--- src/pkg/bst_consts.vh ---
// Constants for the boundary-scan test access port
`ifndef BST_CONSTS_VH
`define BST_CONSTS_VH

`define BST_IR_W        4
`define BST_IR_EXTEST   4'h0
`define BST_IR_SAMPLE   4'h1
`define BST_IR_IDCODE   4'h2
`define BST_IR_BYPASS   4'hF
`define BST_IR_CAPTURE  4'h1
`define BST_BYP_CAPTURE 1'b0

`define BST_ID_W        32
// Arbitrary identification value; least significant bit must be 1
`define BST_ID_VALUE    32'h05A0_0001

`define BST_FULL_BIDIR  125
`define BST_FULL_OUT    33
`define BST_FULL_IN     14
`define BST_FULL_LEN    330
`define BST_RED_BIDIR   116
`define BST_RED_OUT     30
`define BST_RED_IN      11
`define BST_RED_LEN     303

// Pin synchroniser reset, order {trst_n, tdi, tms, tck}
`define BST_SYNC_RST    4'h6
`define BST_PIN_TCK     0
`define BST_PIN_TMS     1
`define BST_PIN_TDI     2
`define BST_PIN_TRST_N  3

`endif

--- src/core/bst_cell.v ---
// One boundary-scan cell: capture/shift stage plus falling-edge update latch
`timescale 1ns/10ps
module bst_cell (
  input  wire clock,
  input  wire rst_n,
  input  wire cap_val,
  input  wire ser_in,
  input  wire capture,
  input  wire shift,
  input  wire update,
  output wire ser_out,
  output wire upd_val
);
  reg shift_q;
  reg upd_q;

  always @(posedge clock) begin
    if (!rst_n) begin
      shift_q <= 1'b0;
      upd_q   <= 1'b0;
    end else begin
      if (capture) begin
        shift_q <= cap_val;
      end else if (shift) begin
        shift_q <= ser_in;
      end
      // Update strobe only comes on a falling scan clock edge
      if (update) begin
        upd_q <= shift_q;
      end
    end
  end

  assign ser_out = shift_q;
  assign upd_val = upd_q;
endmodule

--- src/core/bst_tap.v ---
// System-logic test access port with boundary-scan chain
//
// Functional notes
// Tester keeps at least one of the two ports in reset; tdo shared.
// Tester resets the unused port with its mode-select high five clocks.
// Scan reset or mode-select high five clocks resets this port.
// Sixteen-state controller, four-bit instruction register, five scan pins.
// State moves on mode-select sampled at each rising scan clock edge.
// Reset state entered by scan reset or five clocks of mode-select high.
// Bypass, boundary and identification registers share serial in and out.
// Full chain is 330 bits, 172 elements; scan pins have no cells.
// Full chain: 125 bidirectional, 33 output, 14 input cells.
// Reduced chain: 303 bits, 116 bidirectional, 30 output, 11 input.
// Boundary chain in path only for external-test or sample/preload.
// External-test drives update latches onto pins once it becomes current.
// Tester preloads safe values before selecting external-test.
// Every cell updates its latch on the falling scan clock edge.
// Input cells only observe the pin; they never drive anything.
// Bidirectional capture takes core output when enabled and not testing.
// Bidirectional capture takes pad value when its enable is low.
// Instruction shifted on rising edges, made current at Update-IR.
// Four instruction cells, least significant bit nearest serial out.
// Instruction selects the data path; others leave the chip alone.
// Bypass bit loads zero in Capture-DR.
// Reset makes identification current; first shifted bit is one.
// Capture-IR loads a fixed value with lowest bits 01.
// Unassigned instruction codes behave as bypass.
// Serial out driven only in shift states, changes on falling edge.
// Scan reset forces reset state without waiting for a scan clock.
`timescale 1ns/10ps
`include "bst_consts.vh"
module bst_tap #(
  parameter        NB       = `BST_FULL_BIDIR,
  parameter        NO       = `BST_FULL_OUT,
  parameter        NI       = `BST_FULL_IN,
  parameter [31:0] ID_VALUE = `BST_ID_VALUE
) (
  input  wire          clock,
  input  wire          rst_n,
  input  wire          tck,
  input  wire          tms,
  input  wire          tdi,
  input  wire          trst_n,
  output wire          tdo,
  output wire          tdo_oe,
  input  wire [NB-1:0] core_bd_data,
  input  wire [NB-1:0] core_bd_en,
  input  wire [NB-1:0] pad_bd_in,
  output wire [NB-1:0] pad_bd_data,
  output wire [NB-1:0] pad_bd_en,
  input  wire [NO-1:0] core_out_data,
  input  wire [NO-1:0] core_out_en,
  output wire [NO-1:0] pad_out_data,
  output wire [NO-1:0] pad_out_en,
  input  wire [NI-1:0] pad_in_val
);
  localparam L    = 2 * NB + 2 * NO + NI;
  localparam OB   = 2 * NB;
  localparam IB   = 2 * NB + 2 * NO;

  localparam [3:0] S_TLR    = 4'h0;
  localparam [3:0] S_RTI    = 4'h1;
  localparam [3:0] S_SEL_DR = 4'h2;
  localparam [3:0] S_CAP_DR = 4'h3;
  localparam [3:0] S_SH_DR  = 4'h4;
  localparam [3:0] S_EX1_DR = 4'h5;
  localparam [3:0] S_PA_DR  = 4'h6;
  localparam [3:0] S_EX2_DR = 4'h7;
  localparam [3:0] S_UPD_DR = 4'h8;
  localparam [3:0] S_SEL_IR = 4'h9;
  localparam [3:0] S_CAP_IR = 4'hA;
  localparam [3:0] S_SH_IR  = 4'hB;
  localparam [3:0] S_EX1_IR = 4'hC;
  localparam [3:0] S_PA_IR  = 4'hD;
  localparam [3:0] S_EX2_IR = 4'hE;
  localparam [3:0] S_UPD_IR = 4'hF;

  ////////////////////////////////////////////////////////////////////////////
  // Pin synchronisers: three stages, a change counts when stages 2 and 3 agree
  wire [3:0] pin_raw;
  reg  [3:0] sync1_q;
  reg  [3:0] sync2_q;
  reg  [3:0] sync3_q;
  reg  [3:0] pin_q;
  reg        tck_prev_q;

  localparam [3:0] SYNC_RST = `BST_SYNC_RST;

  assign pin_raw = {trst_n, tdi, tms, tck};

  genvar gp;
  generate
    for (gp = 0; gp < 4; gp = gp + 1) begin : g_sync
      always @(posedge clock) begin
        if (!rst_n) begin
          sync1_q[gp] <= SYNC_RST[gp];
          sync2_q[gp] <= SYNC_RST[gp];
          sync3_q[gp] <= SYNC_RST[gp];
          pin_q[gp]   <= SYNC_RST[gp];
        end else begin
          sync1_q[gp] <= pin_raw[gp];
          sync2_q[gp] <= sync1_q[gp];
          sync3_q[gp] <= sync2_q[gp];
          if (sync2_q[gp] == sync3_q[gp]) begin
            pin_q[gp] <= sync3_q[gp];
          end
        end
      end
    end
  endgenerate

  always @(posedge clock) begin
    if (!rst_n) begin
      tck_prev_q <= 1'b0;
    end else begin
      tck_prev_q <= pin_q[`BST_PIN_TCK];
    end
  end

  wire tck_rise  = pin_q[`BST_PIN_TCK] & ~tck_prev_q;
  wire tck_fall  = ~pin_q[`BST_PIN_TCK] & tck_prev_q;
  wire tms_s     = pin_q[`BST_PIN_TMS];
  wire tdi_s     = pin_q[`BST_PIN_TDI];
  wire trst_n_s  = pin_q[`BST_PIN_TRST_N];

  ////////////////////////////////////////////////////////////////////////////
  // Controller state machine
  reg [3:0] st_q;
  reg [3:0] st_d;

  always @* begin
    case (st_q)
      S_TLR:    st_d = tms_s ? S_TLR    : S_RTI;
      S_RTI:    st_d = tms_s ? S_SEL_DR : S_RTI;
      S_SEL_DR: st_d = tms_s ? S_SEL_IR : S_CAP_DR;
      S_CAP_DR: st_d = tms_s ? S_EX1_DR : S_SH_DR;
      S_SH_DR:  st_d = tms_s ? S_EX1_DR : S_SH_DR;
      S_EX1_DR: st_d = tms_s ? S_UPD_DR : S_PA_DR;
      S_PA_DR:  st_d = tms_s ? S_EX2_DR : S_PA_DR;
      S_EX2_DR: st_d = tms_s ? S_UPD_DR : S_SH_DR;
      S_UPD_DR: st_d = tms_s ? S_SEL_DR : S_RTI;
      S_SEL_IR: st_d = tms_s ? S_TLR    : S_CAP_IR;
      S_CAP_IR: st_d = tms_s ? S_EX1_IR : S_SH_IR;
      S_SH_IR:  st_d = tms_s ? S_EX1_IR : S_SH_IR;
      S_EX1_IR: st_d = tms_s ? S_UPD_IR : S_PA_IR;
      S_PA_IR:  st_d = tms_s ? S_EX2_IR : S_PA_IR;
      S_EX2_IR: st_d = tms_s ? S_UPD_IR : S_SH_IR;
      S_UPD_IR: st_d = tms_s ? S_SEL_DR : S_RTI;
      default:  st_d = S_TLR;
    endcase
  end

  always @(posedge clock) begin
    if (!rst_n) begin
      st_q <= S_TLR;
    end else if (!trst_n_s) begin
      st_q <= S_TLR;
    end else if (tck_rise) begin
      st_q <= st_d;
    end
  end

  wire in_tlr  = (st_q == S_TLR);
  wire cap_dr  = tck_rise & (st_q == S_CAP_DR);
  wire sh_dr   = tck_rise & (st_q == S_SH_DR);
  wire upd_dr  = tck_fall & (st_q == S_UPD_DR);

  ////////////////////////////////////////////////////////////////////////////
  // Instruction register
  reg [`BST_IR_W-1:0] ir_sh_q;
  reg [`BST_IR_W-1:0] ir_q;

  always @(posedge clock) begin
    if (!rst_n) begin
      ir_sh_q <= `BST_IR_CAPTURE;
      ir_q    <= `BST_IR_IDCODE;
    end else begin
      if (tck_rise && st_q == S_CAP_IR) begin
        ir_sh_q <= `BST_IR_CAPTURE;
      end else if (tck_rise && st_q == S_SH_IR) begin
        ir_sh_q <= {tdi_s, ir_sh_q[`BST_IR_W-1:1]};
      end
      if (in_tlr) begin
        ir_q <= `BST_IR_IDCODE;
      end else if (tck_fall && st_q == S_UPD_IR) begin
        ir_q <= ir_sh_q;
      end
    end
  end

  wire sel_ext = (ir_q == `BST_IR_EXTEST);
  wire sel_bsr = sel_ext | (ir_q == `BST_IR_SAMPLE);
  wire sel_id  = (ir_q == `BST_IR_IDCODE);
  // Anything else, assigned or not, takes the bypass bit
  wire sel_byp = ~sel_bsr & ~sel_id;

  ////////////////////////////////////////////////////////////////////////////
  // Bypass and identification registers
  reg                 byp_q;
  reg [`BST_ID_W-1:0] id_q;

  always @(posedge clock) begin
    if (!rst_n) begin
      byp_q <= `BST_BYP_CAPTURE;
      id_q  <= ID_VALUE;
    end else begin
      if (cap_dr && sel_byp) begin
        byp_q <= `BST_BYP_CAPTURE;
      end else if (sh_dr && sel_byp) begin
        byp_q <= tdi_s;
      end
      if (cap_dr && sel_id) begin
        id_q <= ID_VALUE;
      end else if (sh_dr && sel_id) begin
        id_q <= {tdi_s, id_q[`BST_ID_W-1:1]};
      end
    end
  end

  ////////////////////////////////////////////////////////////////////////////
  // Boundary chain; bit 0 is nearest the serial output
  wire [L-1:0] cap_vec;
  wire [L-1:0] ser_vec;
  wire [L-1:0] upd_vec;
  wire [NB-1:0] upd_bd_data;
  wire [NB-1:0] upd_bd_en;
  wire [NO-1:0] upd_out_data;
  wire [NO-1:0] upd_out_en;

  genvar gb;
  generate
    for (gb = 0; gb < NB; gb = gb + 1) begin : g_bidir
      wire en_eff = sel_ext ? upd_vec[2*gb+1] : core_bd_en[gb];

      assign cap_vec[2*gb]   = (en_eff & ~sel_ext) ? core_bd_data[gb] : pad_bd_in[gb];
      assign cap_vec[2*gb+1] = core_bd_en[gb];
      assign upd_bd_data[gb] = upd_vec[2*gb];
      assign upd_bd_en[gb]   = upd_vec[2*gb+1];
    end
    for (gb = 0; gb < NO; gb = gb + 1) begin : g_out
      assign cap_vec[OB+2*gb]   = core_out_data[gb];
      assign cap_vec[OB+2*gb+1] = core_out_en[gb];
      assign upd_out_data[gb]   = upd_vec[OB+2*gb];
      assign upd_out_en[gb]     = upd_vec[OB+2*gb+1];
    end
    for (gb = 0; gb < NI; gb = gb + 1) begin : g_in
      assign cap_vec[IB+gb] = pad_in_val[gb];
    end
    for (gb = 0; gb < L; gb = gb + 1) begin : g_cell
      wire sin = (gb == L - 1) ? tdi_s : ser_vec[(gb + 1) % L];
      bst_cell u_cell (
        .clock   (clock),
        .rst_n   (rst_n),
        .cap_val (cap_vec[gb]),
        .ser_in  (sin),
        .capture (cap_dr & sel_bsr),
        .shift   (sh_dr & sel_bsr),
        .update  (upd_dr & sel_bsr),
        .ser_out (ser_vec[gb]),
        .upd_val (upd_vec[gb])
      );
    end
  endgenerate

  ////////////////////////////////////////////////////////////////////////////
  // Pin drivers: latched test values while external-test is current
  reg [NB-1:0] pad_bd_data_q;
  reg [NB-1:0] pad_bd_en_q;
  reg [NO-1:0] pad_out_data_q;
  reg [NO-1:0] pad_out_en_q;

  always @(posedge clock) begin
    if (!rst_n) begin
      pad_bd_data_q  <= {NB{1'b0}};
      pad_bd_en_q    <= {NB{1'b0}};
      pad_out_data_q <= {NO{1'b0}};
      pad_out_en_q   <= {NO{1'b0}};
    end else if (sel_ext) begin
      pad_bd_data_q  <= upd_bd_data;
      pad_bd_en_q    <= upd_bd_en;
      pad_out_data_q <= upd_out_data;
      pad_out_en_q   <= upd_out_en;
    end else begin
      pad_bd_data_q  <= core_bd_data;
      pad_bd_en_q    <= core_bd_en;
      pad_out_data_q <= core_out_data;
      pad_out_en_q   <= core_out_en;
    end
  end

  assign pad_bd_data  = pad_bd_data_q;
  assign pad_bd_en    = pad_bd_en_q;
  assign pad_out_data = pad_out_data_q;
  assign pad_out_en   = pad_out_en_q;

  ////////////////////////////////////////////////////////////////////////////
  // Serial output, updated on the falling scan clock edge
  reg tdo_q;
  reg tdo_oe_q;
  reg tdo_d;

  always @* begin
    if (st_q == S_SH_IR) begin
      tdo_d = ir_sh_q[0];
    end else if (sel_bsr) begin
      tdo_d = ser_vec[0];
    end else if (sel_id) begin
      tdo_d = id_q[0];
    end else begin
      tdo_d = byp_q;
    end
  end

  always @(posedge clock) begin
    if (!rst_n) begin
      tdo_q    <= 1'b0;
      tdo_oe_q <= 1'b0;
    end else if (in_tlr) begin
      tdo_oe_q <= 1'b0;
    end else if (tck_fall) begin
      tdo_q    <= tdo_d;
      tdo_oe_q <= (st_q == S_SH_IR) | (st_q == S_SH_DR);
    end
  end

  assign tdo    = tdo_q;
  assign tdo_oe = tdo_oe_q;
endmodule

--- config.mk ---
export PLATFORM = sky130hd
export DESIGN_NAME = bst_tap
export DESIGN_NICKNAME = d
export VERILOG_FILES = /design/src/core/bst_cell.v /design/src/core/bst_tap.v
export VERILOG_INCLUDE_DIRS = /design/src /design/src/pkg
export SDC_FILE = /design/constraint.sdc
export NUM_CORES = 2
export LEC_CHECK = 0
export BUFFER_PORTS_ARGS = -buffer_cell sky130_fd_sc_hd__buf_2
export CAP_MARGIN = 20
export CORE_MARGIN = 3
export CORE_UTILIZATION = 44
export CTS_CLUSTER_DIAMETER = 120
export DETAILED_ROUTE_END_ITERATION = 10
export GPL_ROUTABILITY_DRIVEN = 0
export PLACE_DENSITY = 0.68
export SYNTH_ARGS = -nofsm -noshare
export SYNTH_HDL_FRONTEND = slang
export SYNTH_SLANG_ARGS = --single-unit
--- constraint.sdc ---
create_clock -name clock -period 5 [get_ports clock]
set_clock_uncertainty 0.2 [all_clocks]
set_input_delay 0.75 -clock clock [delete_from_list [all_inputs] [get_ports clock]]
set_output_delay 0.75 -clock clock [all_outputs]
set_load 0.02 [all_outputs]
* Word level (Yosys, flattened, before mapping)
Cells that the tools add are included.
** Cells by class
- Equality and inequality tests :: 21
- Multiplexer cells :: 930
- Bitwise operators :: 143
- Reduce and logical (&&, ||, !) cells :: 19
** Operator list (count)
- $mux 1 :: 916
- $mux 125 :: 2
- $and 1x1->1 :: 134
- $mux 33 :: 2
- $pmux 4 s12 :: 1
- $eq 4x4->1 const B :: 8
- $eq 4x3->1 const B :: 4
- $mux 4 :: 4
- $eq 4x2->1 const B :: 3
- $reduce_or 2->1 :: 6
- $eq 4x1->1 const B :: 2
- $logic_not 4->1 :: 2
- $logic_and 1x1->1 :: 7
- $not 1->1 :: 7
- $mux 2 :: 3
- $mux 3 :: 2
- $eq 1x1->1 :: 4
- $reduce_and 2->1 :: 2
- $reduce_or 3->1 :: 1
- $or 1x1->1 :: 2
- $reduce_bool 2->1 :: 1
** Storage, ports and cells
- Register bits after elaboration :: 1026
- Input port bits :: 461
- Output and inout bits :: 318
- Logic and storage cells :: 1787

* Longest topological paths before layout
- Depth in word-level cells :: 6
- Gate-level depth with buffers :: 9
- Mapped depth without buffers :: 4

* Hierarchy
A second synthesis with hierarchy kept.
** Unflattened totals
- Cells, all modules :: 4111
- Area total of the unflattened synthesis :: 42306.8 µm²
** Modules (own cells, without submodules)
- bst_cell :: times used 330, cells an instance 7, area each 83.8 µm², sequential area each 40.0 µm²
- bst_tap :: times used 1, cells an instance 1801, area each 14642.8 µm², sequential area each 7607.3 µm²

* Least setup slack after synthesis
OpenSTA, ideal clock, no wires.
- Path type :: input to register
- Start :: input rst_n
- End :: register g_cell[0].u_cell.upd_q
- Library setup time :: 0.132 ns
- Arrival :: 1.886 ns
- Data required time :: 4.668 ns
- Slack :: 2.782 ns
- Stages on the path :: 6
- Buffers on the path :: 4
- Cells stage by stage :: clkbuf_1 -> clkinv_1 -> clkbuf_1 -> clkbuf_1 -> clkbuf_1 -> a21oi_1
** RTL lines
- from (decl) :: RTL line bst_tap.v:39 : input wire rst_n,
- to (signal assigned) :: RTL line bst_cell.v:29 : upd_q <= shift_q;
- to (decl) :: RTL line bst_cell.v:15 : reg upd_q;
No word-level cell between the ends.

* Worst setup path in the final report
- Start :: register st_q[2]
- End :: register g_cell[75].u_cell.shift_q
** Between the ends
- Longest elaborated chain between the ends :: 4
- Elaborated cells between the ends (all ways) :: 8
- Those cells by class :: 2 x eq/ne; 1 x mux; 4 x bitwise; 1 x reduce/logical
** Ends and longest elaborated chain
- from (decl) :: RTL line bst_tap.v:128 : reg [3:0] st_q;
- from (signal assigned) :: RTL line bst_tap.v:159 : st_q <= st_d;
- $eq 4x2->1 / $eq 4x3->1 (equally long branches) :: RTL line bst_tap.v:164, bst_tap.v:165
- $and 1x1->1, on equally long branches :: RTL line bst_tap.v:164, bst_tap.v:165
- $and 1x1->1, on equally long branches :: RTL line bst_tap.v:256, bst_tap.v:257
- $mux 1 / $reduce_bool 2->1 (equally long branches)
- to (signal assigned) :: RTL line bst_cell.v:23 : shift_q <= cap_val;
- to (signal assigned) :: RTL line bst_cell.v:25 : shift_q <= ser_in;
- to (decl) :: RTL line bst_cell.v:14 : reg shift_q;
Parallel ways exist; a longest one is shown, timed or not.
A chain may end at the register's enable or synchronous reset.

==> impl_results.md <==
- Status: finished, final reports clean
- Number of routed nets with antenna violations: 0
- Critical path class: reg -> reg
- Proportion of layout cells with a drive suffix above 1: approximately 23%
- # IOs: 779
- Avg Cell Area, Syn: 8.05 sq um
- CP Capture Type: flip-flop
- Detailed route wirelength on metal3: 8.81 mm
- First-pass GRT wire length: approximately 200 mm
- Highest metal layer with signal wires: met5
- H-tree levels: 3
- Worst-skew pair later-pin latency: 0.70 ns
- Design area: 48600 sq um
- Syn-to-layout area delta: 20.3%
- Row cnt: 110
- DR iter-0 viols: roughly 3.3k
- Final hold vios: 0
- Die X: between 300 and 400 microns
- Clk root buf: clkbuf_16
- PortBufs: 778
- Post-synthesis sequential area ratio: 50.8%
- Setup TNS: 0 ns
- CTS Buf Count: 105
- CP max-delay cell: o211a_4
- Post-CTS Setup Inserts: 0
- Worst path cell trace: nor3b_2 > o211a_4 > buf_4 > nor2_1 > a311oi_2
- Rel. slew slack: 29.2%
- Worst endpoint required time: between 5 and 6 ns
- Final Max Slew Viols: 0
- Post-CTS Resized: 0
- Static leakage: 0.0186 uW
- Die area: 95500 sq um
- GRT Total Usage: 26.3%
- Max stage delay on crit path: 0.83 ns
- Routed wl met2: 63.1 mm
- DR WL/cell: 19.5 microns
- Remaining DRCs: 0
- Minimum clock period: 3.26 ns
- Detailed Routing Iterations Pass 1: 5
- Dpl cell area: 44800 sq um
- Mapped Nets: 5480
- Vias in the first global route: 34.6k
- Clock sinks: slightly above 1k
- Cts hold-fix bufs: 1
- Final setup fails: 0
- Initial core utilization: 44.6%
- Core ar.: slightly above 90000 sq um
- HPWL after detailed placement: 85.9 mm
- Critical Path Source Type: flip-flop
- Post-Syn Instances: 5019
- Cell variety after synth: 49
- Yosys warns: 0
- FFs w/ async S/R, synth: 0%
- Pin count of the biggest net entering global routing: 139
- Routed vias: 37.2k
- #FFs+latches synth: approximately 1.0k
- Fin crit share: between 60% and 70%
- Worst-Margin Slew: 1.06 ns
- CTS tree: yes
- WP data arrival: 3.65 ns
- Finished Core Util: 53.7%
- Max clock buf depth: 3
- Vias per cell: between 5 and 6
- Antenna violations before repair: 22
- Max Freq: around 0.3 GHz
- Cell Pwr Density: 364 nW/um^2
- DRT Wirelength: 133 mm
- Unrepaired setup endpoints after global routing: false
- Post-synth EDFFs: 0
- Floorplan die height: 309 microns
- Hold WC Path Type: in -> reg
- Clock slew at reported path FFs: 0.06 ns
- Max-cap violations: 0
- WHS: 0.0705 ns
- Post-synthesis cell area: 40400 sq um
- Total global routing overflow: 0
- Peak supply drop: 291 uV
- Synth Flop Type: dfxtp_1
- CP Max Fanout: 53
- Fin nets: between 6k and 7k
- Routed met1 length: roughly 56 mm
per-layer routing:
layer	GRT usage, %	vias up
met5	0	-
met4	11.6	10
met3	4.68	266
met2	43.3	1392
met1	33.9	17700
li1	-	17900
cells in the mapped netlist (2+ instances only):
cell | n | area [sq um]
buf_1 | 10 | 37.5
buf_6 | 4 | 45.0
buf_2 | 112 | 561
a311oi_1 | 106 | 928
nand4_1 | 2 | 12.5
mux2_2 | 125 | 1410
dfxtp_1 | 1026 | 20500
a221oi_1 | 113 | 990
and3_1 | 4 | 25.0
buf_4 | 28 | 210
a21oi_1 | 676 | 3380
nor3b_1 | 2 | 15.0
o211ai_1 | 3 | 22.5
nor2_1 | 344 | 1290
inv_1 | 3 | 11.3
nand2_1 | 1874 | 7030
clkbuf_1 | 271 | 1020
a221oi_2 | 13 | 195
nor4_1 | 2 | 12.5
nor2b_1 | 2 | 12.5
and2_1 | 7 | 43.8
mux2i_1 | 3 | 30.0
nand3_1 | 10 | 50.1
o21ai_0 | 142 | 711
a311oi_2 | 100 | 1500
a31oi_1 | 3 | 18.8
nand2b_1 | 11 | 68.8
nand4b_1 | 2 | 17.5
per-stage QoR:
| stage | instances | worst slack, ns | power [uW] |
|---|---|---|---|
| 2_1_floorplan | 5019 | 2.78 | 8980 |
| 3_3_place_gp | 6609 | 1.92 | 9510 |
| 3_5_place_dp | 6610 | 1.78 | 9510 |
| 4_1_cts | 6804 | 1.79 | 17800 |
| 5_1_grt | 6816 | 1.56 | 18200 |
| 6_report | 6821 | 1.74 | 17700 |
final cells by class:
cell class	instances	area, sq um
flip-flops and latches	1026	20500
repair buffers	842	4790
diodes	16	40.0
clock inverters	46	629
well taps	1176	1470
multi-input cells	3564	18000
fillers	8559	42000
inverters	4	22.5
clock buffers	147	3070
flip-flops by register name (all words and copies together), names as in the netlist, 32 cells and up:
name / flops
id_q: 32
g_cell.u_cell.ser_out: 330
g_cell.u_cell.upd_val: 316
pad_bd_data: 125
pad_out_data: 33
pad_bd_en: 125
pad_out_en: 33
critical path: cells and delay by family (launching register included):
family / cells / cell delay [ns]
AO/OA/AOI/OAI: 2 / 1.07
flip-flops: 1 / 0.70
AND/OR/NAND/NOR: 2 / 0.64
buffers and inverters: 1 / 0.48
report_power, final:
group / internal [uW] / switching [uW]
clock network: 4950 / 3380
logic: 339 / 639
registers: 8310 / 49.3
kinds of logic after synthesis:
| logic type | count (synthesis) | synth area share [%] |
|---|---|---|
| AOI/OAI and AO/OA | 1163 | 19.4 |
| xor gates and xnor gates | 2 | 0.0434 |
| buffers and inverters | 429 | 4.67 |
| DFF | 1026 | 50.8 |
| muxes | 128 | 3.56 |
| and+or+nand+nor | 2271 | 21.5 |
placed cells by master (no fill, tap or decap), drive strengths merged, types with 7 or more instances in the layout:
master	netlist	layout
and2	7	7
clkbuf	271	147
mux2	125	125
inv	3	8
nand2b	11	11
nand2	1874	1874
o21ai	142	142
dfxtp	1026	1026
nand3	11	11
a311oi	206	206
bufinv	0	13
buf	154	841
clkinv	1	25
nor2	344	344
diode	0	16
a221oi	126	126
a21oi	676	676
final timing paths:
kind	depth (start not counted)	start	slack, ns	endpoint
setup / recovery	5	st_q[2]	1.74	g_cell[75].u_cell.ser_out
setup reg to reg	5	st_q[2]	1.74	g_cell[75].u_cell.ser_out
hold reg to reg	1	sync1_q[1]	0.20	sync2_q[1]
hold / removal	2	tck	0.07	sync1_q[0]
No activity file was read; power rests on OpenSTA's default activity.
